[src/inc/difm_pkg.sv]
// difm_pkg: function codes and constants of the digital input mapper
// assumes: included before the mapper module, single clock domain
`default_nettype none

package difm_pkg;

    localparam int DIFM_NUM_IN = 8;
    localparam int DIFM_CODE_W = 8;

    // input function codes
    localparam logic [7:0] FC_SERVO_ENABLE = 8'h01;
    localparam logic [7:0] FC_FAULT_CLEAR = 8'h02;
    localparam logic [7:0] FC_GAIN_SWITCH = 8'h03;
    localparam logic [7:0] FC_PULSE_COUNTER_CLEAR = 8'h04;
    localparam logic [7:0] FC_LOW_SPEED_HOLD = 8'h05;
    localparam logic [7:0] FC_CMD_DIR_INVERT = 8'h06;
    localparam logic [7:0] FC_RESERVED_07 = 8'h07;
    localparam logic [7:0] FC_COMMAND_TRIGGER = 8'h08;
    localparam logic [7:0] FC_TORQUE_LIMIT_ENABLE = 8'h09;
    localparam logic [7:0] FC_SPEED_LIMIT_ENABLE = 8'h10;
    localparam logic [7:0] FC_TARGET_SEL_B0 = 8'h11;
    localparam logic [7:0] FC_TARGET_SEL_B1 = 8'h12;
    localparam logic [7:0] FC_TARGET_SEL_B2 = 8'h13;
    localparam logic [7:0] FC_VEL_SRC_B0 = 8'h14;
    localparam logic [7:0] FC_VEL_SRC_B1 = 8'h15;
    localparam logic [7:0] FC_FORCE_SRC_B0 = 8'h16;
    localparam logic [7:0] FC_FORCE_SRC_B1 = 8'h17;
    localparam logic [7:0] FC_SPEED_POS_SW = 8'h18;
    localparam logic [7:0] FC_SPEED_TORQUE_SW = 8'h19;
    localparam logic [7:0] FC_TORQUE_POS_SW = 8'h20;
    localparam logic [7:0] FC_OPERATIONAL_HALT = 8'h21;
    localparam logic [7:0] FC_REVERSE_TRAVEL_LIMIT = 8'h22;
    localparam logic [7:0] FC_FORWARD_TRAVEL_LIMIT = 8'h23;
    localparam logic [7:0] FC_ORIGIN_SENSOR = 8'h24;
    localparam logic [7:0] FC_REVERSE_FORCE_LIMIT = 8'h25;
    localparam logic [7:0] FC_FORWARD_FORCE_LIMIT = 8'h26;
    localparam logic [7:0] FC_GO_TO_ORIGIN = 8'h27;
    localparam logic [7:0] FC_PULSE_OR_STORED_SW = 8'h2A;
    localparam logic [7:0] FC_INCH_FORWARD = 8'h37;
    localparam logic [7:0] FC_INCH_REVERSE = 8'h38;
    localparam logic [7:0] FC_GEAR_NUM_SEL_B0 = 8'h43;
    localparam logic [7:0] FC_GEAR_NUM_SEL_B1 = 8'h44;
    localparam logic [7:0] FC_PULSE_INPUT_BLOCK = 8'h45;
    localparam logic [7:0] FC_MOTOR_STOP = 8'h46;

    // base control modes as configured
    typedef enum logic [3:0] {
        MODE_PT,
        MODE_PR,
        MODE_S,
        MODE_T,
        MODE_SZ,
        MODE_TZ,
        MODE_PT_S,
        MODE_PT_T,
        MODE_PR_S,
        MODE_PR_T,
        MODE_S_T
    } difm_mode_t;

    // effective loop in force after the switch inputs
    typedef enum logic [1:0] {
        LOOP_POSITION,
        LOOP_SPEED,
        LOOP_TORQUE
    } difm_loop_t;

    localparam logic [2:0] ALARM_RESET = 3'h0;
    localparam logic [1:0] SEL2_RESET = 2'h0;
    localparam logic [2:0] SEL3_RESET = 3'h0;

endpackage : difm_pkg

`default_nettype wire

[src/verilog/difm_mapper.sv]
// difm_mapper: digital inputs to drive control functions by code
// assumes: inputs synchronous to clock_i, codes held stable by config
`default_nettype none

// What this block does
// decode basic input function codes 0x01..0x10
// codes 0x14/0x15 pick speed source
// codes 0x16/0x17 pick torque source
// code 0x2A in MODE_PT: off pulse, on stored
// force limit inputs gated by enable parameter
// go-to-origin in stored mode commands homing
// forward inch active in any mode
// reverse inch active in any mode
// pulse block drops external pulses in position
// two gear inputs pick numerator setting in position
// user assigns codes to the eight inputs
// switch inputs pick speed, torque, position loop
// three select inputs pick stored target
// halt and travel limits alarm when inactive
// reserved or unknown codes drive nothing
// inputs synchronised before decode
module difm_mapper
    import difm_pkg::*;
#(
    parameter int NUM_IN = DIFM_NUM_IN
) (
    // clock, reset, enable
    input wire logic clock_i,
    input wire logic rst_i,
    input wire logic ce_i,
    // physical inputs and assignment codes
    input wire logic [NUM_IN-1:0] din_i,
    input wire logic [NUM_IN*DIFM_CODE_W-1:0] assign_codes_i,
    // configuration
    input wire difm_mode_t base_mode_i,
    input wire logic force_limit_enable_param_i,
    // basic functions
    output logic servo_enable_o,
    output logic fault_clear_o,
    output logic gain_switch_o,
    output logic pulse_counter_clear_o,
    output logic low_speed_hold_o,
    output logic command_direction_invert_o,
    output logic command_trigger_o,
    output logic torque_limit_enable_o,
    output logic speed_limit_enable_o,
    output logic motor_stop_o,
    output logic origin_sensor_o,
    // selectors and modes
    output logic [1:0] velocity_source_sel_o,
    output logic [1:0] force_source_sel_o,
    output logic [2:0] stored_target_sel_o,
    output logic [1:0] gear_numerator_sel_o,
    output logic stored_target_mode_o,
    output difm_loop_t active_loop_o,
    // motion requests
    output logic reverse_force_limit_o,
    output logic forward_force_limit_o,
    output logic go_to_origin_o,
    output logic inch_forward_o,
    output logic inch_reverse_o,
    output logic pulse_input_block_o,
    // alarms: halt, reverse limit, forward limit
    output logic [2:0] alarm_o
);

    logic [NUM_IN-1:0] sync0_r, sync0_nxt;
    logic [NUM_IN-1:0] sync1_r, sync1_nxt;
    logic [NUM_IN-1:0] hit [0:255];
    logic [255:0] func;
    logic [2:0] alarm_r, alarm_nxt;
    logic [1:0] vel_r, vel_nxt, frc_r, frc_nxt, gear_r, gear_nxt;
    logic [2:0] tgt_r, tgt_nxt;
    logic stored_r, stored_nxt;
    difm_loop_t loop_r, loop_nxt;
    logic [10:0] flags_r, flags_nxt;
    logic [5:0] mot_r, mot_nxt;
    logic pos_mode;

    // input synchroniser
    always_comb begin
        sync0_nxt = din_i;
        sync1_nxt = sync0_r;
    end

    always_ff @(posedge clock_i) begin
        if (rst_i) begin
            sync0_r <= '0;
            sync1_r <= '0;
        end else if (ce_i) begin
            sync0_r <= sync0_nxt;
            sync1_r <= sync1_nxt;
        end
    end

    // per-code OR of all inputs carrying that code
    genvar gc, gi;
    generate
        for (gc = 0; gc < 256; gc++) begin : g_code
            for (gi = 0; gi < NUM_IN; gi++) begin : g_in
                assign hit[gc][gi] = sync1_r[gi] &&
                    (assign_codes_i[gi*DIFM_CODE_W +: DIFM_CODE_W]
                     == 8'(gc));
            end
            assign func[gc] = |hit[gc];
        end
    endgenerate

    // next state of all decoded functions
    always_comb begin
        flags_nxt = {
            func[FC_ORIGIN_SENSOR],
            func[FC_MOTOR_STOP],
            func[FC_SPEED_LIMIT_ENABLE],
            func[FC_TORQUE_LIMIT_ENABLE],
            func[FC_COMMAND_TRIGGER],
            func[FC_CMD_DIR_INVERT],
            func[FC_LOW_SPEED_HOLD],
            func[FC_PULSE_COUNTER_CLEAR],
            func[FC_GAIN_SWITCH],
            func[FC_FAULT_CLEAR],
            func[FC_SERVO_ENABLE]
        };
        // only listed codes are read; others and 0x07 go nowhere

        vel_nxt = {func[FC_VEL_SRC_B1], func[FC_VEL_SRC_B0]};
        frc_nxt = {func[FC_FORCE_SRC_B1],
                   func[FC_FORCE_SRC_B0]};
        tgt_nxt = {func[FC_TARGET_SEL_B2], func[FC_TARGET_SEL_B1],
                   func[FC_TARGET_SEL_B0]};
        alarm_nxt = {~func[FC_FORWARD_TRAVEL_LIMIT],
                     ~func[FC_REVERSE_TRAVEL_LIMIT],
                     ~func[FC_OPERATIONAL_HALT]};

        stored_nxt = 1'b0;
        loop_nxt = LOOP_POSITION;
        unique case (base_mode_i)
            MODE_PT: begin
                stored_nxt = func[FC_PULSE_OR_STORED_SW];
            end
            MODE_PR: begin
                stored_nxt = 1'b1;
            end
            MODE_S, MODE_SZ: begin
                loop_nxt = LOOP_SPEED;
            end
            MODE_T, MODE_TZ: begin
                loop_nxt = LOOP_TORQUE;
            end
            MODE_PT_S, MODE_PR_S: begin
                stored_nxt = (base_mode_i == MODE_PR_S);
                loop_nxt = func[FC_SPEED_POS_SW] ? LOOP_POSITION
                                                 : LOOP_SPEED;
            end
            MODE_PT_T, MODE_PR_T: begin
                stored_nxt = (base_mode_i == MODE_PR_T);
                loop_nxt = func[FC_TORQUE_POS_SW] ? LOOP_POSITION
                                                  : LOOP_TORQUE;
            end
            MODE_S_T: begin
                loop_nxt = func[FC_SPEED_TORQUE_SW] ? LOOP_TORQUE
                                                    : LOOP_SPEED;
            end
            default: begin
                loop_nxt = LOOP_POSITION;
            end
        endcase

        pos_mode = (loop_nxt == LOOP_POSITION);
        gear_nxt = pos_mode ? {func[FC_GEAR_NUM_SEL_B1],
                               func[FC_GEAR_NUM_SEL_B0]}
                            : gear_r;
        mot_nxt = {
            pos_mode && !stored_nxt
                && func[FC_PULSE_INPUT_BLOCK],
            func[FC_INCH_REVERSE],
            func[FC_INCH_FORWARD],
            pos_mode && stored_nxt
                && func[FC_GO_TO_ORIGIN],
            force_limit_enable_param_i
                && func[FC_FORWARD_FORCE_LIMIT],
            force_limit_enable_param_i
                && func[FC_REVERSE_FORCE_LIMIT]
        };
    end

    always_ff @(posedge clock_i) begin
        if (rst_i) begin
            flags_r <= '0;
            vel_r <= SEL2_RESET;
            frc_r <= SEL2_RESET;
            gear_r <= SEL2_RESET;
            tgt_r <= SEL3_RESET;
            alarm_r <= ALARM_RESET;
            stored_r <= 1'b0;
            loop_r <= LOOP_POSITION;
            mot_r <= '0;
        end else if (ce_i) begin
            flags_r <= flags_nxt;
            vel_r <= vel_nxt;
            frc_r <= frc_nxt;
            gear_r <= gear_nxt;
            tgt_r <= tgt_nxt;
            alarm_r <= alarm_nxt;
            stored_r <= stored_nxt;
            loop_r <= loop_nxt;
            mot_r <= mot_nxt;
        end
    end

    assign servo_enable_o = flags_r[0];
    assign fault_clear_o = flags_r[1];
    assign gain_switch_o = flags_r[2];
    assign pulse_counter_clear_o = flags_r[3];
    assign low_speed_hold_o = flags_r[4];
    assign command_direction_invert_o = flags_r[5];
    assign command_trigger_o = flags_r[6];
    assign torque_limit_enable_o = flags_r[7];
    assign speed_limit_enable_o = flags_r[8];
    assign motor_stop_o = flags_r[9];
    assign origin_sensor_o = flags_r[10];
    assign velocity_source_sel_o = vel_r;
    assign force_source_sel_o = frc_r;
    assign stored_target_sel_o = tgt_r;
    assign gear_numerator_sel_o = gear_r;
    assign stored_target_mode_o = stored_r;
    assign active_loop_o = loop_r;
    assign reverse_force_limit_o = mot_r[0];
    assign forward_force_limit_o = mot_r[1];
    assign go_to_origin_o = mot_r[2];
    assign inch_forward_o = mot_r[3];
    assign inch_reverse_o = mot_r[4];
    assign pulse_input_block_o = mot_r[5];
    assign alarm_o = alarm_r;

endmodule // difm_mapper

`default_nettype wire

[config.mk]
export PLATFORM = sky130hd
export DESIGN_NAME = difm_mapper
export DESIGN_NICKNAME = d
export VERILOG_FILES = /design/src/inc/difm_pkg.sv /design/src/verilog/difm_mapper.sv
export SDC_FILE = /design/constraint.sdc
export NUM_CORES = 1
export LEC_CHECK = 0
export BUFFER_PORTS_ARGS = -buffer_cell sky130_fd_sc_hd__clkbuf_2
export CAP_MARGIN = 20
export CELL_PAD_IN_SITES_DETAIL_PLACEMENT = 0
export CELL_PAD_IN_SITES_GLOBAL_PLACEMENT = 1
export CORE_UTILIZATION = 39
export CTS_BUF_LIST = sky130_fd_sc_hd__clkbuf_16
export CTS_CLUSTER_DIAMETER = 150
export DETAILED_ROUTE_END_ITERATION = 6
export PLACE_DENSITY_LB_ADDON = 0.3
export SETUP_SLACK_MARGIN = 0.1
export SYNTH_ARGS = -nofsm -noshare
export SYNTH_HDL_FRONTEND = slang
export SYNTH_SLANG_ARGS = --single-unit
export TNS_END_PERCENT = 1
[constraint.sdc]
create_clock -name clock_i -period 1.95 [get_ports clock_i]
set_input_delay 0.195 -clock clock_i [delete_from_list [all_inputs] [get_ports clock_i]]
set_output_delay 0.195 -clock clock_i [all_outputs]
set_load 0.1 [all_outputs]
# ---- After elaboration in Yosys (flattened, before gate mapping)
# Cells that the tools add are included.
dict set report op_classes {
  magnitude_cmp 0
  bitwise_logic 3
  n_eq_ne 274
  n_reduce_logical 311
  n_mul 0
  div 0
  muxes 5
  add_sub_neg 0
  shifts 0
}
# cell n
set op_table {}
lappend op_table {{$eq 8x6->1 const B} 88}
lappend op_table {{$eq 8x5->1 const B} 80}
lappend op_table {{$logic_and 1x1->1} 270}
lappend op_table {{$reduce_or 8->1} 33}
lappend op_table {{$eq 8x7->1 const B} 32}
lappend op_table {{$eq 8x3->1 const B} 24}
lappend op_table {{$eq 8x2->1 const B} 16}
lappend op_table {{$eq 8x4->1 const B} 16}
lappend op_table {{$eq 8x1->1 const B} 8}
lappend op_table {{$eq 4x3->1 const B} 4}
lappend op_table {{$eq 4x4->1 const B} 3}
lappend op_table {{$pmux 2 s5} 1}
lappend op_table {{$eq 4x2->1 const B} 2}
lappend op_table {{$reduce_or 2->1} 4}
lappend op_table {{$eq 4x1->1 const B} 1}
lappend op_table {{$logic_not 4->1} 1}
lappend op_table {{$mux 2} 2}
lappend op_table {{$pmux 1 s4} 1}
lappend op_table {{$not 1->1} 3}
lappend op_table {{$logic_not 2->1} 1}
lappend op_table {{$reduce_and 2->1} 1}
lappend op_table {{$logic_not 1->1} 1}
lappend op_table {{$mux 1} 1}
dict set report word_totals {
  latchBits 0
  mem_bits_ro 0
  mem_count 0
  register_bits 48
  output_inout_bits 32
  ram_bits 0
}

# ---- Longest topological paths before layout
dict set report depth {
  word_depth 8
  mapped_depth 7
}

# ---- Worst setup path before layout
# OpenSTA, ideal clock, no wires.
dict set report synth_timing {
  path_type {input port to flip-flop}
  from {input port assign_codes_i[20]}
  to {register mot_r[5]}
  cell_stages 7
  n_path_buf 1
  arrival_ps 1610
  setup_time_ps 120
  setup_slack_ps 220
  cell_sequence {or3_1 -> buf_2 -> o41ai_1 -> a221oi_1 -> a311oi_1 -> or3_1 -> o21ai_1}
}
dict set report synth_between {
  elab_chain_len 8
  word_cells_on_any_way 24
  cone_classes {eq/ne (5); mux (5); reduce/logical (14)}
}
# item line
set synth_lines {}
lappend synth_lines {{start: declaration} difm_mapper.sv:33} ;# input wire logic [NUM_IN*DIFM_CODE_W-1:0] assign_codes_i,
lappend synth_lines {{$eq 8x5->1 or $eq 8x6->1 (tied branches)} difm_mapper.sv:103} ;# == 8'(gc));
lappend synth_lines {{$logic_and 1x1->1} difm_mapper.sv:101} ;# assign hit[gc][gi] = sync1_r[gi] &&
lappend synth_lines {{$reduce_or 8->1} difm_mapper.sv:105} ;# assign func[gc] = |hit[gc];
lappend synth_lines {{$mux 2, or another cell as far along} difm_mapper.sv:161} ;# loop_nxt = func[FC_SPEED_TORQUE_SW] ? LOOP_TORQUE
lappend synth_lines {{$pmux 2 s5} difm_mapper.sv:137} ;# unique case (base_mode_i)
lappend synth_lines {{$logic_not 2->1} difm_mapper.sv:169} ;# pos_mode = (loop_nxt == LOOP_POSITION);
lappend synth_lines {{$logic_and 1x1->1} difm_mapper.sv:174} ;# pos_mode && !stored_nxt
lappend synth_lines {{$logic_and 1x1->1 (*)} difm_mapper.sv:175} ;# && func[FC_PULSE_INPUT_BLOCK],
lappend synth_lines {{end signal: assignment} difm_mapper.sv:207} ;# mot_r <= mot_nxt;
lappend synth_lines {{end: declaration} difm_mapper.sv:77} ;# logic [5:0] mot_r, mot_nxt;
# Every way passes the cells marked *; elsewhere a longest branch is shown, timed or not.
# A chain may end at the register's enable or synchronous reset.

# ---- Worst setup path in the final report
dict set report layout_timing {
  from {register sync1_r[6]}
  to {register gear_r[0], in the netlist gear_numerator_sel_o[0]}
}
dict set report layout_between {
  elab_chain_len 6
  word_cells_on_any_way 14
  cone_classes {mux (4); reduce/logical (10)}
}
# item line
set layout_lines {}
lappend layout_lines {{start: declaration} difm_mapper.sv:68} ;# logic [NUM_IN-1:0] sync1_r, sync1_nxt;
lappend layout_lines {{start signal: assignment} difm_mapper.sv:92} ;# sync1_r <= sync1_nxt;
lappend layout_lines {{$logic_and 1x1->1} difm_mapper.sv:101}
lappend layout_lines {{$reduce_or 8->1} difm_mapper.sv:105}
lappend layout_lines {{$mux 2, or another cell as far along} difm_mapper.sv:161}
lappend layout_lines {{$pmux 2 s5} difm_mapper.sv:137}
lappend layout_lines {{$logic_not 2->1} difm_mapper.sv:169}
lappend layout_lines {{$reduce_and 2->1 (no source line)} -}
lappend layout_lines {{end signal: assignment} difm_mapper.sv:202} ;# gear_r <= gear_nxt;
lappend layout_lines {{end: declaration} difm_mapper.sv:72} ;# logic [1:0] vel_r, vel_nxt, frc_r, frc_nxt, gear_r, gear_nxt;
# Several ways; a longest one is shown, not always the timed one.

==> results.ini <==
[clocking]
clock-root-buffer=clkbuf_16
insertion_delay_ns=0.32
cts_max_level=2
holdBufCountCts=0
clk_pin_slew_ns=0.07
cts_max_path_buffers=2
numClockSinks=48
cts_tree=yes
cts_buffers=5

[setup_path]
crit_required_ns=2.19
crit_path_start_kind=flop
crit_arrival_ns=2.10
worst-setup-path-type=flop to flop
crit_fanout=4
end_kind=flop

[finish]
nFillCells=1130
instances_no_fill=969
multi_input_area_mm2=0.00352
fin_area_mm2=0.00622
area_growth_pct=34.5
drive_gt1_frac=0.326
seq_area_um2=962
utilization=0.542
antenna_cells=0
fin_nets=905

[synth]
synth_area_mm2=0.00462
ys_async_sr_fraction=0
syn_inst=630
ys_ff_latch=48
yosysMostFrequentCell=nor2_1
synth_xor_area_frac=0
ys_types=75
ys_seq_area_frac=0.208
yosysTopAreaCellShare=0.208
synth_top_area_cell=dfxtp_1
syn_avg_cell_area_um2=7.34
synthAdderAreaFrac=0
synth_top_family_by_area=simple AND/OR/NAND/NOR gates
synth_fp_nets=710
synth_simple_gate_area_frac=0.435
netlist_top_cells_area=dfxtp_1 21%, nor2_1 7.5%, nor3_1 5.2%
synth.mux.area_fraction=0.0390
synth_compound_area_frac=0.274
synth_top_flop_cell=dfxtp_1
synth_edf_count=0
synthTopCellsByCount=92 x nor2_1, 48 x dfxtp_1, 48 x nor3_1, 46 x nand2_1, 36 x nand2b_1
yosysWarnings=0

[global_routing]
grt_pass1_wl_um=36600
grt_max_degree=48
overflow=0
grt_pass1_vias=6048
antenna_found_initial=0
track_usage=0.397

[pwr]
ir_worst_vdd_mv=0.337
powerDensity_mw_per_mm2=475
leakage_uw=0.00234

[placed_design]
place.gp.congestion=1.10
hpwlAfterDp_um=20100
dpl-instance-area_mm2=0.00597
port_buffers=111
placed_cells=960

[detailed_routing]
drt-initial-drc-count=761
wl_per_cell_um=25.4
wl_um=24600
num_vias=6446
viasPerCell=6.65
dr.pass1.iters=6
ant_nets=0
drc=0

[sta]
finalSetupViolCount=0
finalCriticalPeriod_ns=1.86
final_max_slew_viol_count=0
relSlewSlack=0.534
finalHoldViolCount=0
tightest_slew_ns=0.699
fmax_mhz=539
rsz0062_at_grt=true
finalClockSkew_ns=0.0116
post-route-period-util=0.952

[die]
ios=112
coreArea_mm2=0.0115
start_util=0.403
die_w_um=111
die_h_um=111
die-area_mm2=0.0123
num_rows=39

[job]
cap_violations=0

[hold_path]
hold_class=input pin to flop

[outcome]
outcome=finished clean

==> critical path: stages (launching register included) <==
cell and delay [ns]:
dfxtp_1 0.34, nand2_1 0.17, nor3_1 0.09, buf_4 0.14, a211oi_1 0.34, nand4_1 0.21
buf_4 0.19, a41o_1 0.20, a21oi_1 0.12
==> cells by family (layout without fill, tap and decap cells) <==
group                  count (synthesis)  in the layout
DFF                                   48             48
and+or+nand+nor                      366            366
muxes                                 18             18
AOI/OAI and AO/OA                    165            165
buffers and inverters                 33            229
==> through the flow <==
| stage | total power [uW] | hold slack [ns] | worst slack (ns) | TNS, ns |
|---|---|---|---|---|
| 2_1_floorplan | 1590 | 0.342 | 0.220 | 0 |
| 3_3_place_gp | 1900 | 0.436 | -0.0503 | -0.124 |
| 3_5_place_dp | 1910 | 0.442 | -0.0810 | -0.327 |
| 4_1_cts | 2940 | 0.127 | 0.0795 | 0 |
| 5_1_grt | 3040 | 0.134 | 0.0137 | 0 |
| 6_report | 2960 | 0.122 | 0.0931 | 0 |
==> sequential cells by signal, indices dropped and copies added, names as in the netlist <==
register and cells:
velocity_source_sel_o 2, sync0_r 8, mot_r 6, stored_target_sel_o 3, sync1_r 8, force_source_sel_o 2, gear_numerator_sel_o 2, alarm_o 3
active_loop_o 2, flags_r 11, stored_target_mode_o 1
==> cells in the final DEF, fill, tap and decap left out, drive strengths merged, types with 18 or more instances in the layout <==
cell type / n
clkbuf: 116
buf: 108
nor2: 92
nor3: 49
dfxtp: 48
nand2: 46
nand2b: 36
nand3: 22
a221oi: 22
o22ai: 21
mux2i: 18
==> per-layer routing <==
layer  global-route usage  routed length [um]  vias up
met3               0.0886                2630      116
met2                0.618               10500      467
met4                0.217                1610        0
li1                     -                   -     2864
met5                    0                   0        -
met1                0.509                9860     2999
==> area by class of cell <==
class | count | area share
Clock buffer | 5 | 0.0201
Clock inverter | 3 | 0.00684
Inverter | 2 | 0.00121
Multi-Input combinational cell | 549 | 0.567
Sequential cell | 48 | 0.155
Tap cell | 143 | 0.0288
Timing Repair Buffer | 219 | 0.222
==> power breakdown <==
group	switching, uW	internal (uW)	total [uW]
clock network	435	604	1040
registers	27.5	1030	1050
logic	593	270	863
total	1060	1900	2960
==> worst paths after layout <==
check | startpoint | to | slack, ns | depth (start not counted)
worst max-delay path | sync1_r[6] | gear_numerator_sel_o[0] | 0.09 | 8
worst min-delay path | din_i[2] | sync0_r[2] | 0.12 | 3
worst max register to register | sync1_r[6] | gear_numerator_sel_o[0] | 0.09 | 8
worst min register to register | gear_numerator_sel_o[0] | gear_numerator_sel_o[0] | 0.45 | 2
==> repair_timing <==
| action | 4_1_cts | 5_1_grt |
|---|---|---|
| endpoints found under the setup margin | 3 | 18 |
| resized for setup | 3 | 13 |
| buffers inserted | 0 | 1 |
| pin swaps | 0 | 1 |
Power figures use the tool's default switching activity.
